$ cat src/video_clamp_pkg.sv
// constants shared by the clamp timing generator and its per-channel offset loops
package video_clamp_pkg;
    // ------------------------------------------------------------
    // register offsets
    // ------------------------------------------------------------
    localparam logic [7:0] ADDR_CLAMP_START_DELAY = 8'h19;
    localparam logic [7:0] ADDR_CLAMP_LENGTH = 8'h1a;
    localparam logic [7:0] ADDR_CLAMP_LEVEL_SELECT = 8'h1b;
    localparam logic [7:0] ADDR_SYNC_CONTROL = 8'h1c;
    localparam logic [7:0] ADDR_CLAMP_STATUS = 8'h1d;

    // ------------------------------------------------------------
    // field positions
    // ------------------------------------------------------------
    localparam int LEVEL_SELECT_LSB = 5;
    localparam int SYNC_POLARITY_BIT = 0;
    localparam int STATUS_CLAMP_BIT = 0;
    localparam int STATUS_SYNC_BIT = 1;

    // ------------------------------------------------------------
    // reset values and widths
    // ------------------------------------------------------------
    localparam int CHANNELS = 3;
    localparam int CODE_WIDTH = 8;
    localparam int OFFSET_WIDTH = 10;
    localparam logic [7:0] RESET_START_DELAY = 8'h08;
    localparam logic [7:0] RESET_LENGTH = 8'h14;
    localparam logic [2:0] RESET_LEVEL_SELECT = 3'h0;
    localparam logic RESET_SYNC_POLARITY = 1'b1;

    // ------------------------------------------------------------
    // clamp targets and code ceiling
    // ------------------------------------------------------------
    localparam logic [7:0] GROUND_CODE = 8'h00;
    localparam logic [7:0] MIDSCALE_CODE = 8'h80;
    localparam logic [7:0] CODE_MAX = 8'hff;

    typedef enum logic [1:0] {
        WAIT_EDGE = 2'b00,
        COUNT_DELAY = 2'b01,
        CLAMPING = 2'b10
    } clamp_state_type;
endpackage : video_clamp_pkg

$ cat src/clamp_offset_channel.sv
// one converter channel: offset servo during the clamp window, held offset otherwise
`timescale 1ns/1ns
module clamp_offset_channel (
    // clock and control
    input wire logic clock,
    input wire logic rst,
    input wire logic enable,
    // clamp window
    input wire logic clampActive,
    input wire logic midscale,
    // samples
    input wire logic [7:0] sampleIn,
    output logic [7:0] codeOut
);
    logic signed [9:0] offset;
    logic signed [9:0] next_offset;
    logic [7:0] next_codeOut;
    logic signed [11:0] sum;
    logic [7:0] corrected;
    logic [7:0] target;

    always_comb begin
        sum = $signed({4'h0, sampleIn}) + 12'(offset);
        if (sum < 0) begin
            corrected = 8'h00;
        end else if (sum > $signed({4'h0, video_clamp_pkg::CODE_MAX})) begin
            corrected = video_clamp_pkg::CODE_MAX;
        end else begin
            corrected = sum[7:0];
        end
        target = midscale ? video_clamp_pkg::MIDSCALE_CODE : video_clamp_pkg::GROUND_CODE;
        next_offset = offset;
        // one step per pixel: slow, but never overshoots on a noisy back porch
        if (clampActive) begin
            if (corrected > target && offset > -10'sd255) begin
                next_offset = offset - 10'sd1;
            end else if (corrected < target && offset < 10'sd255) begin
                next_offset = offset + 10'sd1;
            end
        end
        // outside the window the offset simply stays where the clamp left it
        next_codeOut = corrected;
    end

    always_ff @(posedge clock) begin
        if (rst) begin
            offset <= 10'sd0;
            codeOut <= 8'h00;
        end else if (enable) begin
            offset <= next_offset;
            codeOut <= next_codeOut;
        end
    end
endmodule : clamp_offset_channel

$ cat src/video_clamp_timing.sv
// clamp timing generator: hsync trailing edge to clamp window, registers, three channels
`timescale 1ns/1ns
module video_clamp_timing (
    // clock and control
    input wire logic clock,
    input wire logic rst,
    input wire logic enable,
    // sync pin
    input wire logic hsyncPin,
    // register port
    input wire logic [7:0] regAddr,
    input wire logic regWrite,
    input wire logic [7:0] regWriteData,
    input wire logic regRead,
    output logic [7:0] regReadData,
    // converter samples and corrected codes
    input wire logic [7:0] sampleRed,
    input wire logic [7:0] sampleGreen,
    input wire logic [7:0] sampleBlue,
    output logic [7:0] codeRed,
    output logic [7:0] codeGreen,
    output logic [7:0] codeBlue,
    // clamp window
    output logic clampActive
);
    // ------------------------------------------------------------
    // registers
    // ------------------------------------------------------------
    logic [7:0] clampStartDelay;
    logic [7:0] clampLength;
    logic [2:0] clampLevelSelect;
    logic syncPolarity;
    logic [7:0] next_clampStartDelay;
    logic [7:0] next_clampLength;
    logic [2:0] next_clampLevelSelect;
    logic next_syncPolarity;
    logic [7:0] next_regReadData;

    // ------------------------------------------------------------
    // sync input
    // ------------------------------------------------------------
    logic hsyncMeta;
    logic hsyncSync;
    logic syncActivePrev;
    logic syncActive;
    logic trailingEdge;

    // ------------------------------------------------------------
    // window state
    // ------------------------------------------------------------
    video_clamp_pkg::clamp_state_type state;
    video_clamp_pkg::clamp_state_type next_state;
    logic [7:0] count;
    logic [7:0] next_count;
    logic next_clampActive;

    always_comb begin
        next_clampStartDelay = clampStartDelay;
        next_clampLength = clampLength;
        next_clampLevelSelect = clampLevelSelect;
        next_syncPolarity = syncPolarity;
        next_regReadData = regReadData;
        if (regWrite) begin
            case (regAddr)
                video_clamp_pkg::ADDR_CLAMP_START_DELAY: begin
                    next_clampStartDelay = regWriteData;
                end
                video_clamp_pkg::ADDR_CLAMP_LENGTH: begin
                    next_clampLength = regWriteData;
                end
                video_clamp_pkg::ADDR_CLAMP_LEVEL_SELECT: begin
                    next_clampLevelSelect =
                        regWriteData[video_clamp_pkg::LEVEL_SELECT_LSB +: 3];
                end
                video_clamp_pkg::ADDR_SYNC_CONTROL: begin
                    next_syncPolarity = regWriteData[video_clamp_pkg::SYNC_POLARITY_BIT];
                end
                default: begin
                end
            endcase
        end
        if (regRead) begin
            case (regAddr)
                video_clamp_pkg::ADDR_CLAMP_START_DELAY: begin
                    next_regReadData = clampStartDelay;
                end
                video_clamp_pkg::ADDR_CLAMP_LENGTH: begin
                    next_regReadData = clampLength;
                end
                video_clamp_pkg::ADDR_CLAMP_LEVEL_SELECT: begin
                    next_regReadData = 8'h00;
                    next_regReadData[video_clamp_pkg::LEVEL_SELECT_LSB +: 3] = clampLevelSelect;
                end
                video_clamp_pkg::ADDR_SYNC_CONTROL: begin
                    next_regReadData = 8'h00;
                    next_regReadData[video_clamp_pkg::SYNC_POLARITY_BIT] = syncPolarity;
                end
                video_clamp_pkg::ADDR_CLAMP_STATUS: begin
                    next_regReadData = 8'h00;
                    next_regReadData[video_clamp_pkg::STATUS_CLAMP_BIT] = clampActive;
                    next_regReadData[video_clamp_pkg::STATUS_SYNC_BIT] = syncActive;
                end
                default: begin
                    next_regReadData = 8'h00;
                end
            endcase
        end
    end

    always_ff @(posedge clock) begin
        if (rst) begin
            clampStartDelay <= video_clamp_pkg::RESET_START_DELAY;
            clampLength <= video_clamp_pkg::RESET_LENGTH;
            clampLevelSelect <= video_clamp_pkg::RESET_LEVEL_SELECT;
            syncPolarity <= video_clamp_pkg::RESET_SYNC_POLARITY;
            regReadData <= 8'h00;
        end else if (enable) begin
            clampStartDelay <= next_clampStartDelay;
            clampLength <= next_clampLength;
            clampLevelSelect <= next_clampLevelSelect;
            syncPolarity <= next_syncPolarity;
            regReadData <= next_regReadData;
        end
    end

    // ------------------------------------------------------------
    // sync synchroniser and trailing edge
    // ------------------------------------------------------------
    // the polarity is applied after the second flop so the first one feeds nothing else
    assign syncActive = syncPolarity ? hsyncSync : ~hsyncSync;
    assign trailingEdge = syncActivePrev & ~syncActive;

    always_ff @(posedge clock) begin
        if (rst) begin
            hsyncMeta <= 1'b0;
            hsyncSync <= 1'b0;
            syncActivePrev <= 1'b0;
        end else if (enable) begin
            hsyncMeta <= hsyncPin;
            hsyncSync <= hsyncMeta;
            syncActivePrev <= syncActive;
        end
    end

    // ------------------------------------------------------------
    // window sequencer
    // ------------------------------------------------------------
    always_comb begin
        next_state = state;
        next_count = count;
        if (trailingEdge) begin
            // a new edge aborts any window still running, so one window per line
            next_state = video_clamp_pkg::COUNT_DELAY;
            next_count = clampStartDelay;
        end else begin
            case (state)
                video_clamp_pkg::WAIT_EDGE: begin
                    next_count = 8'h00;
                end
                video_clamp_pkg::COUNT_DELAY: begin
                    if (count == 8'h00) begin
                        next_count = clampLength;
                        next_state = (clampLength == 8'h00) ? video_clamp_pkg::WAIT_EDGE
                                                            : video_clamp_pkg::CLAMPING;
                    end else begin
                        next_count = count - 8'h01;
                    end
                end
                video_clamp_pkg::CLAMPING: begin
                    if (count == 8'h01) begin
                        next_state = video_clamp_pkg::WAIT_EDGE;
                        next_count = 8'h00;
                    end else begin
                        next_count = count - 8'h01;
                    end
                end
                default: begin
                    next_state = video_clamp_pkg::WAIT_EDGE;
                    next_count = 8'h00;
                end
            endcase
        end
        next_clampActive = (next_state == video_clamp_pkg::CLAMPING);
    end

    always_ff @(posedge clock) begin
        if (rst) begin
            state <= video_clamp_pkg::WAIT_EDGE;
            count <= 8'h00;
            clampActive <= 1'b0;
        end else if (enable) begin
            state <= next_state;
            count <= next_count;
            clampActive <= next_clampActive;
        end
    end

    // ------------------------------------------------------------
    // per-channel offset loops
    // ------------------------------------------------------------
    logic [7:0] samples [video_clamp_pkg::CHANNELS];
    logic [7:0] codes [video_clamp_pkg::CHANNELS];

    assign samples[0] = sampleRed;
    assign samples[1] = sampleGreen;
    assign samples[2] = sampleBlue;
    assign codeRed = codes[0];
    assign codeGreen = codes[1];
    assign codeBlue = codes[2];

    // bit 7 selects red, bit 6 green, bit 5 blue
    for (genvar ch = 0; ch < video_clamp_pkg::CHANNELS; ch++) begin : gen_channel
        clamp_offset_channel channel (
            .clock(clock),
            .rst(rst),
            .enable(enable),
            .clampActive(clampActive),
            .midscale(clampLevelSelect[2 - ch]),
            .sampleIn(samples[ch]),
            .codeOut(codes[ch])
        );
    end
endmodule : video_clamp_timing

$ cat config.mk
export PLATFORM = sky130hd
export DESIGN_NAME = video_clamp_timing
export DESIGN_NICKNAME = d
export VERILOG_FILES = /design/src/video_clamp_pkg.sv /design/src/clamp_offset_channel.sv /design/src/video_clamp_timing.sv
export SDC_FILE = /design/constraint.sdc
export NUM_CORES = 1
export LEC_CHECK = 0
export ABC_AREA = 1
export BUFFER_PORTS_ARGS = -buffer_cell sky130_fd_sc_hd__buf_2
export CORE_MARGIN = 8
export CORE_UTILIZATION = 45
export CTS_BUF_LIST = sky130_fd_sc_hd__clkbuf_4 sky130_fd_sc_hd__clkbuf_8
export DETAILED_ROUTE_END_ITERATION = 8
export PLACE_DENSITY = 0.7
export SLEW_MARGIN = 20
export SYNTH_ARGS = -nofsm -noshare
export SYNTH_HDL_FRONTEND = slang
export SYNTH_SLANG_ARGS = --single-unit
$ cat constraint.sdc
create_clock -name clock -period 5.8 [get_ports clock]
set_input_delay 1.16 -clock clock [delete_from_list [all_inputs] [get_ports clock]]
set_output_delay 1.16 -clock clock [all_outputs]
set_load 0.02 [all_outputs]
* After elaboration in Yosys (flattened, before gate mapping)
Index checks and enable logic that the tools add are counted.
** Operators by class
- Eq/ne operators :: 9
- Add/sub/neg operators :: 10
- $lt $le $gt $ge :: 18
- Reduce and logical (&&, ||, !) cells :: 20
- Bitwise operators :: 3
- Muxes and demuxes :: 26
** Operators by type and width (number)
- two-way mux 8 bit :: 12
- two-way mux 10 bit :: 6
- equality test 8 x 5 -> 1 bit, second input constant :: 5
- one-hot mux 8 bit (5 select lines) :: 1
- adder 9 x 10 -> 11 bit :: 3
- greater-than comparator 11 x 9 -> 1 bit, second input constant :: 3
- less-than comparator 11 x 1 -> 1 bit, second input constant :: 3
- adder 10 x 2 -> 10 bit, second input constant :: 3
- greater-than comparator 10 x 9 -> 1 bit, second input constant :: 3
- less-than comparator 10 x 9 -> 1 bit, second input constant :: 3
- subtractor 10 x 2 -> 10 bit, second input constant :: 3
- greater-than comparator 8 bit :: 3
- less-than comparator 8 bit :: 3
- AND reduction 3 bit :: 7
- zero test 8 bit :: 2
- one-hot mux 8 bit (2 select lines) :: 1
- equality test 8 x 1 -> 1 bit, second input constant :: 1
- two-way mux 2 bit :: 4
- subtractor 8 x 1 -> 8 bit, second input constant :: 1
- logical AND 1 bit :: 6
- one-hot mux 2 bit (3 select lines) :: 1
- nonzero test 2 bit :: 3
- equality test 2 bit, second input constant :: 2
- equality test 2 x 1 -> 1 bit, second input constant :: 1
- other kinds (5) :: 6
** Storage, ports and cells
- Output and inout port bits :: 33
- Logic and storage cells :: 103
- Register bits after elaboration :: 96

* Logic depth before layout (Yosys ltp)
- Word-level depth :: 8
- Gate-level depth with buffers :: 29
- Mapped depth without buffers :: 29

* Cells and area by module
A second synthesis with hierarchy kept.
** Second synthesis, totals
- Cells, all modules :: 1073
- Area, all modules :: 7313.3 sq um
** By module, submodules not included
- clamp_offset_channel at gen_channel[0].channel ... :: times used 2, cells an instance 249, area an instance 1659.1 sq um
- video_clamp_timing :: times used 1, cells an instance 328, area an instance 2318.5 sq um
- clamp_offset_channel at gen_channel[1].channel :: times used 1, cells an instance 247, area an instance 1676.6 sq um

* Worst setup path before layout
Ideal clock, no wire load.
- Path kind :: input to register
- From :: input port sampleRed[0]
- To :: register gen_channel[0].channel.offset[8]
- Buffers on the path :: 0
- Data required time :: 5.730 ns
- Path slack :: 1.010 ns
- Arrival :: 4.721 ns
- Cell stages on the path :: 28
- Path through :: ha_1 -> fa_1 -> nand3_1 -> nand2_1 -> nand3_1 -> nand2_1 -> nand2_1 -> nand2_2 -> nand3_1 -> nand2_1 -> ha_1 -> nand2_1 -> nor2_1 -> nand2_1 -> nand2_2 -> inv_1 -> ha_1 -> a21oi_1 -> o21ai_0 -> a21o_1 -> a21oi_1 -> inv_1 -> a21oi_1 -> nor2_1 -> nor2_1 -> xor2_1 -> o21ai_0 -> a21oi_1
** Between the ends
- Word-level cells in the longest chain between the ends :: 8
- Elaborated cells between the ends (all ways) :: 12
** Ends and longest elaborated chain
- start: declaration :: RTL line video_clamp_timing.sv:17 : input wire logic [7:0] sampleRed,
- adder 9 x 10 -> 11 bit * :: RTL line clamp_offset_channel.sv:23 : sum = $signed({4'h0, sampleIn}) + 12'(offset);
- greater-than comparator 11 x 9 -> 1 bit :: RTL line clamp_offset_channel.sv:26 : end else if (sum > $signed({4'h0, video_clamp_pkg::CODE_MAX})) begin
- two-way mux 8 bit :: RTL line clamp_offset_channel.sv:26
- two-way mux 8 bit * :: RTL line clamp_offset_channel.sv:24 : if (sum < 0) begin
- less-than comparator 8 bit or greater-than comparator 8 bit (tied branches) :: RTL line clamp_offset_channel.sv:37, clamp_offset_channel.sv:35
- logical AND 1 bit, on equally long branches :: RTL line clamp_offset_channel.sv:37, clamp_offset_channel.sv:35
- nonzero test 2 bit (no line)
- AND reduction 3 bit (no line)
- end signal: assignment :: RTL line clamp_offset_channel.sv:50 : offset <= next_offset;
- end: declaration :: RTL line clamp_offset_channel.sv:15 : logic signed [9:0] offset;
Mark *: on every way between the ends. The rest lies on a longest branch, timed or not.
A chain may end at the register's enable or synchronous reset.

* Final worst setup path
- From :: input port sampleGreen[0]
- To :: register gen_channel[1].channel.offset[8]
** Between the ends
- Word-level cells in the longest chain between the ends :: 8
- Elaborated cells between the ends (all ways) :: 12
** Ends and longest elaborated chain
- start: declaration :: RTL line video_clamp_timing.sv:18 : input wire logic [7:0] sampleGreen,
- adder 9 x 10 -> 11 bit * :: RTL line clamp_offset_channel.sv:23
- greater-than comparator 11 x 9 -> 1 bit :: RTL line clamp_offset_channel.sv:26
- two-way mux 8 bit :: RTL line clamp_offset_channel.sv:26
- two-way mux 8 bit * :: RTL line clamp_offset_channel.sv:24
- less-than comparator 8 bit or greater-than comparator 8 bit (tied branches) :: RTL line clamp_offset_channel.sv:37, clamp_offset_channel.sv:35
- logical AND 1 bit, on equally long branches :: RTL line clamp_offset_channel.sv:37, clamp_offset_channel.sv:35
- nonzero test 2 bit (no line)
- AND reduction 3 bit (no line)
- end signal: assignment :: RTL line clamp_offset_channel.sv:50
- end: declaration :: RTL line clamp_offset_channel.sv:15
Marks and branches as above.

==> results summary <==
The startpoint identified for the worst hold timing path is regReadData[6]. Max-cap violations in this run came to 0. The part of the total power dissipated in combinational logic came out at a little under a fifth. The ratio of routed vias to standard cells came out at ~5.3. At the end of routability-driven placement, the weighted congestion stood at 0.8991.

The detail route stage leaves a number of antenna-violating nets equal to 0. Measured along the y axis, the die boundary spans between 100 and 150 µm. The most used flip-flop cell after synthesis is dfxtp_1. The net switching fraction of the power came out at a little under a third. The largest net degree at the start of global routing came out at 47.

The via count of the first global-routing pass was approximately 6000. The net switching power came out at 0.4299 mW. The areal power density over the cells came out at about 180 mW/mm². The final critical-path share of the clock period came out at 86.32%.

The total of endpoints with negative setup slack in the final report came out at 0. The number of enable flip-flop cells after synthesis is 0. The core utilization of the finished layout is roughly 50%. The startpoint type of the worst setup path is a primary input. The area growth from synthesis to layout is 10.53%. In this run the most used layer during global routing was met2. The number of H-tree branching levels is 3. The number of synthesized register bits is between 90 and 100.

The biggest area contributor in the post-synthesis netlist is dfxtp_1. The top-area cell type share of the netlist area came out at about 29%. Yosys attributes the largest share of cell area to dfxtp_1, ha_1, nand2_1. The transition time of the tightest slew-check pin is ~0.60 ns.

The internal power is approximately 0.94 mW. The worst hold path was traced through 2 stages. The arrival time of data at the critical path endpoint is ~5.3 ns. The share of total power dissipated in the clock network is 30.8%. The number of buffers added for setup after CTS is 0. The die covers 0.01911 mm². The class of the most critical setup path is primary input to flip-flop. The antenna diode count came out at 0. The path class of the lowest-slack min-delay path is flip-flop to flip-flop. After detailed routing, the number of remaining DRC violations is 0.

The run finished with clean final reports. Clock skew on the completed layout was measured at approximately 0.015 ns. The clock buffer count from CTS is 9.

The unique cell type count in the Yosys netlist came out at 47. After synthesis, the share of flip-flops with an asynchronous set or reset is 0%. The met2 layer usage reported by global route came out at between 30% and 40%.

The number of warnings issued by yosys came out at 0. The share of total power in sequential cells came out at 50.7%. The HPWL after detailed placement is approximately 13 mm.

The final hold violation count is 0. Setup repair after global routing left no endpoint under its margin. The horizontal die dimension came out at about 140 µm.

The top-level port count is 79. The synthesized instance count came out at ~950. The fmax is between 150 and 200 MHz. The number of cells on the worst reg-to-reg path came out at 27.

The path with the worst hold slack has its endpoint at regReadData[6]. Counting I/O delays and the setup requirement, the final critical path takes 5.007 ns. The net count after synthesis came out at roughly 1100. The starting utilization of the core area came out at 46.09%. The met3 usage is under 10%.

The first global-routing pass estimated around 30 mm of wire. The final-layout setup total negative slack came out at 0 ns. The number of nets in the finished design is about 1100.

The share of layout cells above drive strength 1 is a little over an eighth. The clock root buffer is clkbuf_8. Counting every sink on the clock net gives 96.

The synthesized area per cell came out at slightly above 7 µm². The overall routed net length is between 15 and 20 mm. The hold-fix buffer count after cts came out at 0. The core box area came out at between 0.01 and 0.015 mm². The first-pass detailed-route iteration total came out at 5. The data required time at the worst endpoint came out at roughly 6.1 ns. The post-CTS clock slew at the launch and capture registers of the worst setup and hold paths is about 0.1 ns. By instance count, the leading cell after synthesis is nand2_1.

The total congestion overflow is 0. The worst slew slack as a fraction of its limit is 59.57%. After floorplanning, the core was divided into between 40 and 50 placement rows. Global routing used between 15 and 20% of the available tracks across all layers. The initial antenna violation count is 0. The number of pins with negative max-slew slack in the final report is 0. The commonest cells after synthesis are nand2_1, a21oi_1, inv_1. The endpoint identified for the worst register-to-register timing path is gen_channel[1].channel.offset[8]. The cell area after technology mapping came out at around 0.0067 mm². The wire length per cell is roughly 14 µm. The sequential fraction of the synthesis area came out at around 29%. The buffer levels on the longest clock path is 2. TritonCTS built the clock tree. STA classifies the critical path endpoint as a flip-flop. The overall via count from detail_route came out at approximately 6400.

The post-CTS resize count came out at 0. In this run the register-to-register setup slack is 1.29 ns. The first-iteration detailed-routing DRC count is 530. The post-placement setup slack came out at about 0.41 ns. VDD sags by at most between 100 and 150 µV. The count of input and output buffers came out at 78. The worst register-to-register path begins at gen_channel[1].channel.offset[0]. The final worst-path setup slack is around 0.79 ns. The biggest fanout along the worst timing path is 8.

The met1 demand-to-capacity share in global routing is a little under a quarter. Summed over all cells, the static leakage comes to around 3.5 nW. The filler cell count is 1446. The clock latency reported for the late side of the worst-skew pair came out at between 0.3 and 0.4 ns.
==> worst max-delay path by stage <==
stage          cells after the start            from                          endpoint
6_report                          28  sampleGreen[0]  gen_channel[1].channel.offset[8]
5_1_grt                           28  sampleGreen[0]  gen_channel[1].channel.offset[7]
2_1_floorplan                     28    sampleRed[0]  gen_channel[0].channel.offset[8]
3_3_place_gp                      28  sampleGreen[0]  gen_channel[1].channel.offset[8]
4_1_cts                           28  sampleGreen[0]  gen_channel[1].channel.offset[8]
3_5_place_dp                      28  sampleGreen[0]  gen_channel[1].channel.offset[8]
==> cell type report <==
class | instances | area, µm² | area share [%]
Multi-Input combinational cell | 722 | 4278 | 57.56
Inverter | 111 | 416.7 | 5.606
Timing Repair Buffer | 80 | 405.4 | 5.455
Clock inverter | 5 | 41.29 | 0.5556
Sequential cell | 96 | 1922 | 25.86
Tap cell | 184 | 230.2 | 3.098
Clock buffer | 11 | 138.9 | 1.869
==> layer usage <==
layer	share of wire, %	up-vias	wire [µm]
met1	48	2888	8237
met2	47	132	8180
li1	-	3371	-
met3	4.1	15	707
met5	0	-	0
met4	0.93	0	161
==> stage by stage <==
stage / total power [mW] / cells / cell area [µm²] / hold WS [ns]
floorplan: 0.8899 / 951 / 6724 / 0.4442
global placement: 0.9624 / 1193 / 7252 / 0.4538
detailed placement: 0.9632 / 1193 / 7252 / 0.4554
CTS: 1.386 / 1209 / 7432 / 0.4711
global route: 1.450 / 1209 / 7432 / 0.4844
finish: 1.374 / 1209 / 7432 / 0.4698
==> worst max-delay path, cell delays in order <==
cell and delay, ns:
buf_2 0.11, ha_1 0.25, fa_1 0.42, nand2_1 0.08, nand2_1 0.08, nand3_2 0.08, nand2_1 0.07, nand2_1 0.06
nand2_1 0.06, inv_2 0.06, nand3_4 0.10, o21ai_0 0.29, ha_1 0.28, nand2_1 0.06, nor2_1 0.05, nand2_2 0.09
nand2_4 0.08, inv_1 0.25, ha_1 0.34, a21oi_1 0.15, o21ai_0 0.14, a21o_1 0.18, a21oi_1 0.19, o21ai_0 0.10
a21oi_1 0.16, xor2_1 0.21, o21ai_2 0.09, a21oi_2 0.12
==> layout by cell type, fill, tap and decap left out, types with 2 or more instances in the layout <==
cell type   instances
a21o_1              6
a21oi_1           117
a21oi_2             5
a22oi_1             2
a31oi_1            15
buf_2              78
buf_4               2
clkbuf_4            2
clkbuf_8            9
clkinv_4            2
clkinvlp_4          2
dfxtp_1            96
fa_1                6
ha_1               57
inv_1             107
inv_2               3
nand2_1           178
nand2_2            11
nand2_4             5
nand3_1            34
nand3_2             4
nand3b_1            6
nand4_1            14
nor2_1             62
nor2_2              3
nor3_1              9
nor4_1              3
o211ai_1            2
o21ai_0            94
o21ai_1            11
o21bai_2            2
o221ai_1            2
o22ai_1            11
o311ai_0            2
o31ai_1             4
o41ai_1             2
xnor2_1            18
xor2_1             27
==> power groups by stage <==
stage	sequential (mW)	combinational (mW)	clock [mW]
final	0.696	0.254	0.424
after global routing	0.699	0.288	0.463
after CTS	0.696	0.254	0.436
after detailed placement	0.711	0.252	0
after global placement	0.711	0.252	0
after floorplan	0.725	0.165	0
==> cells by family after synthesis <==
kind of cell / synth area share, %
simple gates: 22.31
compound gates: 23.06
xor+xnor: 5.862
flops: 28.58
buf+inv: 7.797
fa+ha+maj: 12.39
==> flip-flops by register name (all words and copies together) (netlist names) <==
register and flops:
gen_channel.channel.offset 30, clampLevelSelect 3, hsyncSync 1, clampStartDelay 8, clampLength 8, count 8
regReadData 8, gen_channel.channel.codeOut 24, clampActive 1, state 2, hsyncMeta 1, syncPolarity 1
syncActivePrev 1
Power figures use the tool's default switching activity.
